$ cat src/rtl/pcrc_pkg.sv
package pcrc_pkg;
    // --------------------------------------------------------------
    // Register map (byte addresses on APB)
    // --------------------------------------------------------------
    localparam logic [7:0]  ADDR_CONTROL = 8'h00;
    localparam logic [7:0]  ADDR_TAPS    = 8'h04;
    localparam logic [7:0]  ADDR_DATA    = 8'h08;
    localparam logic [7:0]  ADDR_SEED    = 8'h0C;

    // --------------------------------------------------------------
    // Control register fields
    // --------------------------------------------------------------
    localparam int          CTL_PLEN_LSB = 0;
    localparam int          CTL_GO_BIT   = 4;
    localparam int          CTL_EMPTY    = 6;
    localparam int          CTL_FULL     = 7;
    localparam int          CTL_CNT_LSB  = 8;
    localparam int          CTL_IDLE_BIT = 13;

    // --------------------------------------------------------------
    // Reset values and FIFO sizing
    // --------------------------------------------------------------
    localparam logic [3:0]  PLEN_RST     = 4'h0;
    localparam logic [15:0] TAPS_RST     = 16'h0000;
    localparam logic [15:0] SEED_RST     = 16'h0000;
    localparam logic [3:0]  PLEN_SHORT   = 4'h7;
    localparam logic [4:0]  DEPTH_LONG   = 5'h08;
    localparam logic [4:0]  DEPTH_SHORT  = 5'h10;
    localparam logic [15:0] TAPS_MASK    = 16'hFFFE;
endpackage

$ cat src/rtl/pcrc_top.sv
// The register addresses and the APB interface to the registers were left to the implementer.
`timescale 1ns/1ps
// Behaviour
// - FIFO is 8 words deep when length field exceeds 7, else 16.
// - Write covering the top data bit raises the word count by one.
// - Shifting starts with shift_start set and runs while count is above zero.
// - Each finished word lowers the count; shifting runs until zero.
// - One bit per clock: length+1 cycles per queued word.
// - Full flag set when count equals the FIFO depth.
// - Empty flag set when the count is zero.
// - Write while full wraps count to zero; no event for that.
// - Count going from one to zero pulses the event output.
// - Sleep freezes the shifter in its state; it resumes afterwards.
// - With stop_in_idle set, idle acts as sleep; else it runs on.
// - Count field at control bits 12-8 reports queued words.
// - Clearing shift_start stops the shifter only once FIFO is empty.
// - Control bits 3-0 hold polynomial length minus one.
// - Tap bit n enables feedback at term n; bit 0 reads zero.
// - Zero-order term and top term always apply.
module pcrc_top
    import pcrc_pkg::*;
#(
    parameter int FIFO_MAX = 16
)(
    input  wire logic        pclk,
    input  wire logic        presetn,
    input  wire logic        psel,
    input  wire logic        penable,
    input  wire logic        pwrite,
    input  wire logic [7:0]  paddr,
    input  wire logic [31:0] pwdata,
    input  wire logic [3:0]  pstrb,
    input  wire logic        sleep_mode,
    input  wire logic        idle_mode,
    output logic      [31:0] prdata,
    output logic             pready,
    output logic             pslverr,
    output logic             crc_event,
    output logic             fifo_full_flag,
    output logic             fifo_empty_flag
);
    import pcrc_pkg::*;

    // --------------------------------------------------------------
    // Elaboration check
    // --------------------------------------------------------------
    // Count field and depth decode are built for a 16-word array
    if (FIFO_MAX != 16)
    begin : g_bad_depth
        $error("pcrc_top: FIFO_MAX must be 16");
    end

    // --------------------------------------------------------------
    // State
    // --------------------------------------------------------------
    logic [15:0] fifo_mem [FIFO_MAX];
    logic [3:0]  wr_ptr_q;
    logic [3:0]  rd_ptr_q;
    logic [4:0]  cnt_q;
    logic [4:0]  cnt_d;
    logic [3:0]  bit_idx_q;
    logic [3:0]  poly_len_minus_one;
    logic [15:0] crc_polynomial_taps;
    logic        shift_start;
    logic        stop_in_idle;
    logic        shifter_on_q;
    logic [15:0] crc_q;
    logic        rd_ph_q;

    // --------------------------------------------------------------
    // APB decode
    // --------------------------------------------------------------
    // Setup cycle loads the answer so pready and prdata come from flops
    wire setup     = psel && !penable;
    wire access    = psel && penable && pready;
    wire wr_acc    = access && pwrite;
    wire hit_ctl   = (paddr == ADDR_CONTROL);
    wire hit_taps  = (paddr == ADDR_TAPS);
    wire hit_data  = (paddr == ADDR_DATA);
    wire hit_seed  = (paddr == ADDR_SEED);
    wire mapped    = hit_ctl || hit_taps || hit_data || hit_seed;
    wire wr_ctl    = wr_acc && hit_ctl;
    wire wr_taps   = wr_acc && hit_taps;
    wire wr_data   = wr_acc && hit_data;
    wire wr_seed   = wr_acc && hit_seed;

    // --------------------------------------------------------------
    // FIFO sizing and flags
    // --------------------------------------------------------------
    wire [4:0] depth = (poly_len_minus_one > PLEN_SHORT) ? DEPTH_LONG
                                                         : DEPTH_SHORT;
    wire       full_now  = (cnt_q == depth);
    wire       empty_now = (cnt_q == 5'h00);

    // Top data bit lies in byte 1 for lengths above 8 bits
    wire msb_lane = (poly_len_minus_one > PLEN_SHORT) ? pstrb[1]
                                                      : pstrb[0];
    wire push     = wr_data && msb_lane && !full_now;
    wire wrap     = wr_data && msb_lane && full_now;

    // --------------------------------------------------------------
    // Shifter control
    // --------------------------------------------------------------
    // Sleep, or idle with stop_in_idle, holds every shifting flop
    wire run_en   = !(sleep_mode || (idle_mode && stop_in_idle));
    wire shift_en = run_en && shifter_on_q && !empty_now;
    wire pop      = shift_en && (bit_idx_q == 4'h0);
    wire cur_bit  = fifo_mem[rd_ptr_q][bit_idx_q];

    // Net count change; a wrapping write overrides everything
    assign cnt_d = wrap ? 5'h00
                 : (push && !pop) ? cnt_q + 5'h01
                 : (pop && !push) ? cnt_q - 5'h01
                 : cnt_q;

    // --------------------------------------------------------------
    // Register read mux
    // --------------------------------------------------------------
    wire [15:0] ctl_rd = {2'b00, stop_in_idle, cnt_q, full_now, empty_now,
                          1'b0, shift_start, poly_len_minus_one};
    wire [31:0] rd_mux = hit_ctl  ? {16'h0000, ctl_rd}
                       : hit_taps ? {16'h0000, crc_polynomial_taps}
                       : (hit_data || hit_seed) ? {16'h0000, crc_q}
                       : 32'h0000_0000;

    // --------------------------------------------------------------
    // APB response flops
    // --------------------------------------------------------------
    always_ff @(posedge pclk or negedge presetn)
    begin
        if (!presetn)
        begin
            pready  <= 1'b0;
            prdata  <= 32'h0000_0000;
            pslverr <= 1'b0;
            rd_ph_q <= 1'b0;
        end
        else
        begin
            pready  <= setup;
            prdata  <= (setup && !pwrite) ? rd_mux : 32'h0000_0000;
            pslverr <= setup && !mapped;
            rd_ph_q <= setup && !pwrite;
        end
    end

    // --------------------------------------------------------------
    // Control and tap registers
    // --------------------------------------------------------------
    always_ff @(posedge pclk or negedge presetn)
    begin
        if (!presetn)
        begin
            poly_len_minus_one  <= PLEN_RST;
            shift_start         <= 1'b0;
            stop_in_idle        <= 1'b0;
            crc_polynomial_taps <= TAPS_RST;
        end
        else
        begin
            if (wr_ctl && pstrb[0])
            begin
                poly_len_minus_one <= pwdata[CTL_PLEN_LSB +: 4];
                shift_start        <= pwdata[CTL_GO_BIT];
            end
            if (wr_ctl && pstrb[1])
                stop_in_idle <= pwdata[CTL_IDLE_BIT];
            if (wr_taps)
                crc_polynomial_taps <= pwdata[15:0] & TAPS_MASK;
        end
    end

    // --------------------------------------------------------------
    // Shifter enable latch
    // --------------------------------------------------------------
    // Cleared only once the queue has drained, so queued words finish
    always_ff @(posedge pclk or negedge presetn)
    begin
        if (!presetn)
            shifter_on_q <= 1'b0;
        else if (shift_start)
            shifter_on_q <= 1'b1;
        else if (cnt_q == 5'h00)
            shifter_on_q <= 1'b0;
    end

    // --------------------------------------------------------------
    // FIFO storage
    // --------------------------------------------------------------
    // Upper bits above the length are stored but never shifted
    always_ff @(posedge pclk)
    begin
        if (push)
            fifo_mem[wr_ptr_q] <= pwdata[15:0];
    end

    // --------------------------------------------------------------
    // Pointers, count and bit index
    // --------------------------------------------------------------
    // Pointers wrap at the live depth; a wrap empties the queue
    always_ff @(posedge pclk or negedge presetn)
    begin
        if (!presetn)
        begin
            wr_ptr_q  <= 4'h0;
            rd_ptr_q  <= 4'h0;
            cnt_q     <= 5'h00;
            bit_idx_q <= 4'h0;
        end
        else
        begin
            cnt_q <= cnt_d;
            if (wrap)
            begin
                wr_ptr_q  <= 4'h0;
                rd_ptr_q  <= 4'h0;
                bit_idx_q <= poly_len_minus_one;
            end
            else
            begin
                if (push)
                    wr_ptr_q <= ((5'(wr_ptr_q) + 5'h01) == depth) ? 4'h0
                                                                  : wr_ptr_q + 4'h1;
                if (pop)
                    rd_ptr_q <= ((5'(rd_ptr_q) + 5'h01) == depth) ? 4'h0
                                                                  : rd_ptr_q + 4'h1;
                if (!shifter_on_q || empty_now || pop)
                    bit_idx_q <= poly_len_minus_one;
                else if (shift_en)
                    bit_idx_q <= bit_idx_q - 4'h1;
            end
        end
    end

    // --------------------------------------------------------------
    // Status and event outputs
    // --------------------------------------------------------------
    // Event is a one-cycle pulse; a wrap never produces it
    always_ff @(posedge pclk or negedge presetn)
    begin
        if (!presetn)
        begin
            crc_event       <= 1'b0;
            fifo_full_flag  <= 1'b0;
            fifo_empty_flag <= 1'b1;
        end
        else
        begin
            crc_event       <= (cnt_q == 5'h01) && (cnt_d == 5'h00) && !wrap;
            fifo_full_flag  <= (cnt_d == depth);
            fifo_empty_flag <= (cnt_d == 5'h00);
        end
    end

    // --------------------------------------------------------------
    // CRC engine
    // --------------------------------------------------------------
    pcrc_shifter pcrc_shifter_i (
        .pclk                (pclk),
        .presetn             (presetn),
        .shift_en            (shift_en),
        .din                 (cur_bit),
        .seed_load           (wr_seed),
        .seed                (pwdata[15:0]),
        .poly_len_minus_one  (poly_len_minus_one),
        .crc_polynomial_taps (crc_polynomial_taps),
        .crc_q               (crc_q)
    );
endmodule // pcrc_top

$ cat src/rtl/pcrc_shifter.sv
`timescale 1ns/1ps
module pcrc_shifter
    import pcrc_pkg::*;
(
    input  wire logic        pclk,
    input  wire logic        presetn,
    input  wire logic        shift_en,
    input  wire logic        din,
    input  wire logic        seed_load,
    input  wire logic [15:0] seed,
    input  wire logic [3:0]  poly_len_minus_one,
    input  wire logic [15:0] crc_polynomial_taps,
    output logic      [15:0] crc_q
);
    // --------------------------------------------------------------
    // One step of the programmable LFSR
    // --------------------------------------------------------------
    // Top stage is crc[len]; its feedback closes the implicit top term
    function automatic logic [15:0] crc_step(input logic [15:0] c,
                                             input logic        d,
                                             input logic [3:0]  len,
                                             input logic [15:0] taps);
        logic [15:0] n;
        logic        fb;
        fb = c[len] ^ d;
        n  = 16'h0000;
        n[0] = fb;
        for (int i = 1; i < 16; i++)
        begin
            if (i <= int'(len))
                n[i] = c[i-1] ^ (taps[i] & fb);
        end
        return n;
    endfunction

    logic [15:0] crc_d;

    // Seed load outranks shifting; bits above the length stay zero
    assign crc_d = seed_load ? (seed & ((16'h0002 << poly_len_minus_one) - 16'h0001))
                 : crc_step(crc_q, din, poly_len_minus_one, crc_polynomial_taps);

    // CRC register, one input bit per enabled clock
    always_ff @(posedge pclk or negedge presetn)
    begin
        if (!presetn)
            crc_q <= SEED_RST;
        else if (seed_load || shift_en)
            crc_q <= crc_d;
    end
endmodule // pcrc_shifter

$ cat config.mk
export PLATFORM = sky130hd
export DESIGN_NAME = pcrc_top
export DESIGN_NICKNAME = d
export VERILOG_FILES = /design/src/rtl/pcrc_pkg.sv /design/src/rtl/pcrc_top.sv /design/src/rtl/pcrc_shifter.sv
export SDC_FILE = /design/constraint.sdc
export NUM_CORES = 1
export LEC_CHECK = 0
export BUFFER_PORTS_ARGS = -buffer_cell sky130_fd_sc_hd__buf_2
export CELL_PAD_IN_SITES_DETAIL_PLACEMENT = 1
export CELL_PAD_IN_SITES_GLOBAL_PLACEMENT = 1
export CORE_MARGIN = 5
export CORE_UTILIZATION = 35
export DETAILED_ROUTE_END_ITERATION = 10
export MAX_ROUTING_LAYER = met4
export PLACE_DENSITY = 0.58
export SLEW_MARGIN = 25
export SYNTH_ARGS = -nofsm -noshare
export SYNTH_HDL_FRONTEND = slang
export SYNTH_SLANG_ARGS = --single-unit
$ cat constraint.sdc
create_clock -name pclk -period 8.7 [get_ports pclk]
set_input_delay 0.435 -clock pclk [delete_from_list [all_inputs] [get_ports pclk]]
set_output_delay 0.435 -clock pclk [all_outputs]
set_load 0.05 [all_outputs]
==> results of run 1 <==
## worst paths after layout
path | from | endpoint | slack (ns) | depth (start not counted)
setup / recovery | rd_ptr_q[0]$_DFFE_PN0P_ | pcrc_shifter_i.crc_q[15]$_DFFE_PN0P_ | 4.37 | 10
hold / removal | psel | pready$_DFF_PN0_ | 0.15 | 3
setup reg to reg | rd_ptr_q[0]$_DFFE_PN0P_ | pcrc_shifter_i.crc_q[15]$_DFFE_PN0P_ | 4.37 | 10
hold reg to reg | crc_polynomial_taps[12]$_DFFE_PN0P_ | crc_polynomial_taps[12]$_DFFE_PN0P_ | 0.53 | 1
max in group asynchronous | presetn | rd_ptr_q[0]$_DFFE_PN0P_ | 7.23 | 3
min in group asynchronous | presetn | rd_ptr_q[3]$_DFFE_PN0P_ | 0.36 | 2
## cell type report
cell class                 instances  share of cell area
sequential                       332               0.578
multi-input combinational        557               0.280
clock buffer                      47              0.0599
tap                              539              0.0406
timing repair buffer              71              0.0244
clock inverter                    21              0.0141
inverter                          13             0.00294
antenna                            1            0.000151
## cells in the final DEF, fill, tap and decap left out, types with 17 or more instances in the layout
cell       instances
a21oi_1           39
o21ai_0           29
nand3_1           28
nor2_1            61
clkbuf_16         38
a31oi_1           17
mux2_2            29
dfrtp_1           73
buf_4             18
buf_2             52
mux4_2            46
edfxtp_1         256
nand2_1           47
mux2i_1           38
## layer usage
layer | part of all wire | track usage
met5 | 0 | -
met4 | 0.016 | 0.0359
met2 | 0.47 | 0.267
met1 | 0.48 | 0.251
met3 | 0.034 | 0.0242
## registers in the layout, indices dropped and copies added, names as in the netlist, 4 cells and up
signal / cells
fifo_mem: 256
prdata: 16
cnt_q: 5
wr_ptr_q: 4
poly_len_minus_one: 4
rd_ptr_q: 4
pcrc_shifter_i.crc_q: 16
crc_polynomial_taps: 15
bit_idx_q: 4
## stage by stage
| stage | util | area, µm² |
|---|---|---|
| 2_1_floorplan | - | 14700 |
| 3_3_place_gp | 0.368 | 15400 |
| 3_5_place_dp | 0.368 | 15400 |
| 4_1_cts | 0.397 | 16600 |
| 5_1_grt | 0.398 | 16600 |
| 6_report | 0.398 | 16600 |
## kinds of logic after synthesis
family | share of synthesized area
flip-flops | 0.654
AND/OR/NAND/NOR | 0.0789
AO/OA/AOI/OAI | 0.0736
multiplexers | 0.137
buffers and inverters | 0.0349
XOR/XNOR | 0.0119
adder cells (fa/ha/maj) | 0.0102
other | 0.000256
## power by group through the flow
stage | logic [W] | registers (W) | clock network (W)
finish | 0.000499 | 0.00179 | 0.00159
global route | 0.000539 | 0.00179 | 0.00169
global placement | 0.000498 | 0.00182 | 0
CTS | 0.000507 | 0.00179 | 0.00162
floorplan | 0.000433 | 0.00178 | 0
detailed placement | 0.000504 | 0.00182 | 0
## worst min-delay path: cells and delay by family
family	cells	cell delay (ns)
buf+inv	2	0.14
simple gates	1	0.08
==> results.yml, run 1 <==
outcome:
  outcome: "complete, no violations"
drt:
  ant_nets: 0
  drt-total-wl_um: 39800
  first_iter_violations: 591
  wl_per_cell_um: 25.1
  dr.pass1.iters: 6
  num_vias: 8572
  drcViolationCount: 0
  via_per_inst: 5.42
pwr:
  p_total_w: 0.00387
  power_frac_clock: 0.410
  p_int_w: 0.00288
  powerDensity_nw_per_um2: 233
  ir_worst_vdd_uv: 118
  switching_share: 0.255
  comb_power_share: 0.129
  seq_power_share: 0.462
  p_leak_nw: 5.75
  switchingPower_w: 0.000989
die:
  die_h_um: 215
  initial_core_util: 0.351
  dieArea_um2: 46100
  io_pins: 88
  rows: 75
  core-area_um2: 41800
  chipWidth_um: 215
cts:
  root_buffer: "clkbuf_16"
  cts-hold-fix-buffers: 1
  cts_setup_buffers: 0
  clock_path_buffers: 3
  cts_tree: "yes"
  insertion_delay_ns: 0.54
  ctsResizeCount: 0
  numCtsBuffers: 37
  htreeDepth: 2
  cts.sinks: 332
  clk_pin_slew_ns: 0.06
layout:
  nets: 1075
  fin_cells: 1581
  seq_area_um2: 9600
  multiInputGateArea_um2: 4640
  nFillCells: 4166
  layout-drive-gt1-share: 0.215
  syn_to_final_growth_pct: 13.1
setup_path:
  cpLargestDelayFamily: "simple AND/OR/NAND/NOR gates"
  crit_chain: "buf_4, mux4_1, o22ai_1, a211oi_1, a31oi_1, and3_1, nor4_4, o21ai_0, xor2_1, o31ai_1"
  cpPeakStageDelay_ns: 0.86
  crit_type: "reg2reg"
  crit_arrival_ns: 4.77
  critPathLaunchType: "flip-flop"
  slowest_stage: "nor4_4"
  required_ns: 9.14
  worst-path-max-fanout: 47
  crit_path_end_kind: "flip-flop"
  path_buf_inv: 1
yosys:
  ys_ff_latch: 332
  synth_edf_count: 256
  ys_types: 72
  seq_area_frac_synth: 0.654
  synth_top_area_cell: "edfxtp_1"
  synthCells: 960
  yosys.area.top_type_share: 0.524
  ys_async_sr_fraction: 0.229
  synth_flop_cell: "edfxtp_1"
  synth.most_common_cell: "edfxtp_1"
  synth.area.top_cells: "edfxtp_1 (52%), dfrtp_1 (13%), mux4_2 (7.1%)"
  ys_top_cells_by_count: "edfxtp_1 (256), dfrtp_1 (75), nor2_1 (62)"
  yosysWarnings: 0
  netlist_area_um2: 14700
  avgSynthCellArea_um2: 15.3
sta:
  whs_ns: 0.147
  hold_viol_final: 0
  finalSetupViolCount: 0
  fmax_mhz: 231
  tightestPinTransition_ns: 0.977
  maxSlewViolCount: 0
  finalCritPeriodShare: 0.497
  min_period_ns: 4.33
  slew-limit-headroom: 0.344
  final.setup.tns_ns: 0
  finalClockSkew_ns: 0.0220
  setup_slack_ns: 4.37
  rsz0062_at_grt: "false"
global_route:
  grt_usage: 0.174
  gr-total-overflow: 0
  grt_pass1_vias: 8786
  antenna_found_initial: 1
  grt_pass1_wl_um: 59500
  grt_max_degree: 54
worst_hold_path:
  hold_class: "in2reg"
placement:
  port_buffers: 53
  dp_hpwl_um: 24600
  pre_cts_ws_ns: 4.30
  routabilityCongestion: 0.800
  dp.cells: 1511
run:
  drv_cap: 0
Power figures use the tool's default switching activity.
==> run 2, diff against run 1 <==
--- a/config.mk
+++ b/config.mk
@@ -5,6 +5,7 @@
 export SDC_FILE = /design/constraint.sdc
 export NUM_CORES = 1
 export LEC_CHECK = 0
+export ABC_AREA = 1
 export BUFFER_PORTS_ARGS = -buffer_cell sky130_fd_sc_hd__buf_2
 export CELL_PAD_IN_SITES_DETAIL_PLACEMENT = 1
 export CELL_PAD_IN_SITES_GLOBAL_PLACEMENT = 1
@@ -12,7 +13,7 @@
 export CORE_UTILIZATION = 35
 export DETAILED_ROUTE_END_ITERATION = 10
 export MAX_ROUTING_LAYER = met4
-export PLACE_DENSITY = 0.58
+export PLACE_DENSITY = 0.64
 export SLEW_MARGIN = 25
 export SYNTH_ARGS = -nofsm -noshare
 export SYNTH_HDL_FRONTEND = slang
==> constraint.sdc (replaced) <==
create_clock -name pclk -period 3.5 [get_ports pclk]
set_input_delay 0.175 -clock pclk [delete_from_list [all_inputs] [get_ports pclk]]
set_output_delay 0.175 -clock pclk [all_outputs]
set_load 0.05 [all_outputs]
==> run 2 against run 1 <==
Net effect:
- sequential share of layout area decreased by 3.3 points
- largest cell class unchanged
- final cell count up 43%
- clock power is 140% higher
- routed wire length is 17% higher
==> results.yml, run 2 <==
outcome:
  outcome: "complete, no violations"
yosys:
  synth.area.top_cells: "edfxtp_1 (50%), dfrtp_1 (12%), nand2_1 (12%)"
  netlist_area_um2: 15300
  yosysWarnings: 0
  avgSynthCellArea_um2: 9.76
  ys_async_sr_fraction: 0.229
  synth_edf_count: 256
  ys_top_cells_by_count: "nand2_1 (475), edfxtp_1 (256), nand3_1 (230)"
  synthCells: 1565
  synth_fa_ha_area_frac: 0.00983
  synthXorXnorAreaFrac: 0.00573
  synthSimpleGateAreaFrac: 0.228
  yosys.area.top_type_share: 0.503
  synth_flop_cell: "edfxtp_1"
  synth.most_common_cell: "nand2_1"
  synth_top_family_by_area: "simple AND/OR/NAND/NOR gates"
  seq_area_frac_synth: 0.628
  synth_top_area_cell: "edfxtp_1"
  ys_ff_latch: 332
  synth_compound_area_frac: 0.0563
  synth.area.mux_share: 0.00221
  ys_types: 41
sta:
  finalCritPeriodShare: 0.899
  finalSetupViolCount: 0
  hold_viol_final: 0
  slew-limit-headroom: 0.355
  fmax_mhz: 318
  min_period_ns: 3.14
  finalClockSkew_ns: 0.0197
  tightestPinTransition_ns: 0.960
  whs_ns: 0.0271
  final.setup.tns_ns: 0
  maxSlewViolCount: 0
  setup_slack_ns: 0.355
  rsz0062_at_grt: "false"
setup_path:
  r2r_slack_ns: 0.36
  crit_chain: "inv_4, buf_12, nand2_1, nand2_1, nand2_1, nand3_1, nand3_1, a21oi_1, nor2_1, nand2_1, nand3_1, nand3_1, buf_12, nand3_1, nand2_1, nand3_1, nand2_1, o21ai_0"
  slowest_stage: "dfrtp_4"
  worst-path-max-fanout: 34
  r2r_end: "pcrc_shifter_i.crc_q[1]$_DFFE_PN0P_"
  cpPeakStageDelay_ns: 0.59
  r2r-start: "rd_ptr_q[0]$_DFFE_PN0P_"
  crit_start: "rd_ptr_q[0]$_DFFE_PN0P_"
  cp.depth: 18
  path_buf_inv: 3
  r2r_cells: 18
  critPathLaunchType: "flip-flop"
  cpLargestDelayFamily: "simple AND/OR/NAND/NOR gates"
  crit_path_end_kind: "flip-flop"
  required_ns: 3.90
  crit_type: "reg2reg"
  crit_arrival_ns: 3.54
  endpoint: "pcrc_shifter_i.crc_q[1]$_DFFE_PN0P_"
global_route:
  gr-total-overflow: 0
  grt_max_degree: 64
  antenna_found_initial: 1
  grt_pass1_vias: 12200
  grt_pass1_wl_um: 72200
  grt_usage: 0.202
drt:
  wl_per_cell_um: 20.7
  drt-total-wl_um: 46600
  first_iter_violations: 554
  dr.pass1.iters: 5
  ant_nets: 0
  via_per_inst: 5.11
  drcViolationCount: 0
  num_vias: 11500
run:
  drv_cap: 0
die:
  rows: 76
  initial_core_util: 0.354
  core-area_um2: 43200
  dieArea_um2: 47900
  chipWidth_um: 219
  io_pins: 88
  die_h_um: 219
pwr:
  switchingPower_w: 0.00373
  ir_worst_vdd_uv: 290
  p_total_w: 0.0112
  switching_share: 0.334
  powerDensity_nw_per_um2: 634
  p_leak_nw: 7.20
  comb_power_share: 0.256
  power_frac_clock: 0.340
  seq_power_share: 0.404
  p_int_w: 0.00743
cts:
  cts_tree: "yes"
  clock_path_buffers: 3
  root_buffer: "clkbuf_16"
  htreeDepth: 2
  insertion_delay_ns: 0.56
  clk_pin_slew_ns: 0.06
  ctsResizeCount: 0
  cts.sinks: 332
  numCtsBuffers: 39
layout:
  final_common_cell: "nand2_1"
  nets: 1704
  syn_to_final_growth_pct: 15.2
  seq_area_um2: 9600
  reg_top3: "fifo_mem x256, pcrc_shifter_i.crc_q x16, prdata x16"
  top_register: "fifo_mem"
  largest_reg_flops: 256
  layout-drive-gt1-share: 0.114
  fin_cells: 2257
  nFillCells: 4943
  multiInputGateArea_um2: 4720
  layout_common_cells: "nand2_1 (475), edfxtp_1 (256), nand3_1 (230), inv_1 (133), dfrtp_1 (73)"
placement:
  dp_hpwl_um: 29300
  dp.cells: 2178
  pre_cts_ws_ns: 0.420
  port_buffers: 53
  routabilityCongestion: 0.872
worst_hold_path:
  whs_path_depth: 1
  hold_class: "in2reg"
run 2: routing by layer:
layer | wire [µm] | vias to the layer above | global-route usage | share of wire
met5 | 0 | - | - | 0
met4 | 1150 | 0 | 0.0563 | 0.025
met3 | 1890 | 66 | 0.0316 | 0.040
met2 | 22700 | 255 | 0.334 | 0.49
met1 | 20900 | 5794 | 0.261 | 0.45
li1 | - | 5425 | - | -
run 2: cell type report:
cell class	instances	area share
Inverter	141	0.0302
Multi-Input combinational cell	1017	0.268
Clock buffer	46	0.0587
Clock inverter	24	0.00874
Antenna cell	2	0.000284
Tap cell	585	0.0416
Sequential cell	332	0.545
Timing Repair Buffer	110	0.0469
run 2: power groups by stage:
stage               Sequential (W)  Combinational [W]  Clock, W
floorplan                  0.00450            0.00197         0
global placement           0.00458            0.00282         0
detailed placement         0.00458            0.00289         0
CTS                        0.00450            0.00291   0.00390
global route               0.00452            0.00319   0.00408
finish                     0.00451            0.00285   0.00380
run 2: kinds of logic after synthesis:
| family | count (synthesis) |
|---|---|
| flops | 332 |
| xor+xnor | 10 |
| compound gates | 147 |
| simple gates | 829 |
| fa+ha+maj | 12 |
| mux | 3 |
| buf+inv | 231 |
| other cells | 1 |
run 2: worst register-to-register path, delay by kind of cell (launching register included):
| family | cells | cell delay [ns] |
|---|---|---|
| AND/OR/NAND/NOR | 13 | 1.23 |
| flip-flops | 1 | 0.59 |
| buffers and inverters | 3 | 0.77 |
| AO/OA/AOI/OAI | 2 | 0.41 |
run 2: worst min-delay path by stage:
| stage | endpoint | from | slack [ns] |
|---|---|---|---|
| 2_1_floorplan | bit_idx_q[0]$_DFFE_PN0P_ | presetn | -0.12 |
| 4_1_cts | fifo_mem[0][12]$_DFFE_PP_ | pwdata[12] | 0.003 |
| 5_1_grt | fifo_mem[5][2]$_DFFE_PP_ | pwdata[2] | 0.02 |
| 6_report | fifo_mem[13][2]$_DFFE_PP_ | pwdata[2] | 0.03 |
| 3_3_place_gp | prdata[14]$_DFF_PN0_ | presetn | 0.27 |
| 3_5_place_dp | prdata[14]$_DFF_PN0_ | presetn | 0.27 |
run 2: stage by stage:
step                instance area, µm²   util
floorplan                        15300      -
global placement                 16300  0.378
detailed placement               16300  0.378
CTS                              17600  0.408
global route                     17600  0.408
finish                           17600  0.408
run 2: timing repair:
action | in CTS | in global routing
buffers inserted | 0 | 0
endpoints found under the setup margin | 0 | 0
hold endpoints to repair | 86 | 0
hold buffers | 7 | 0
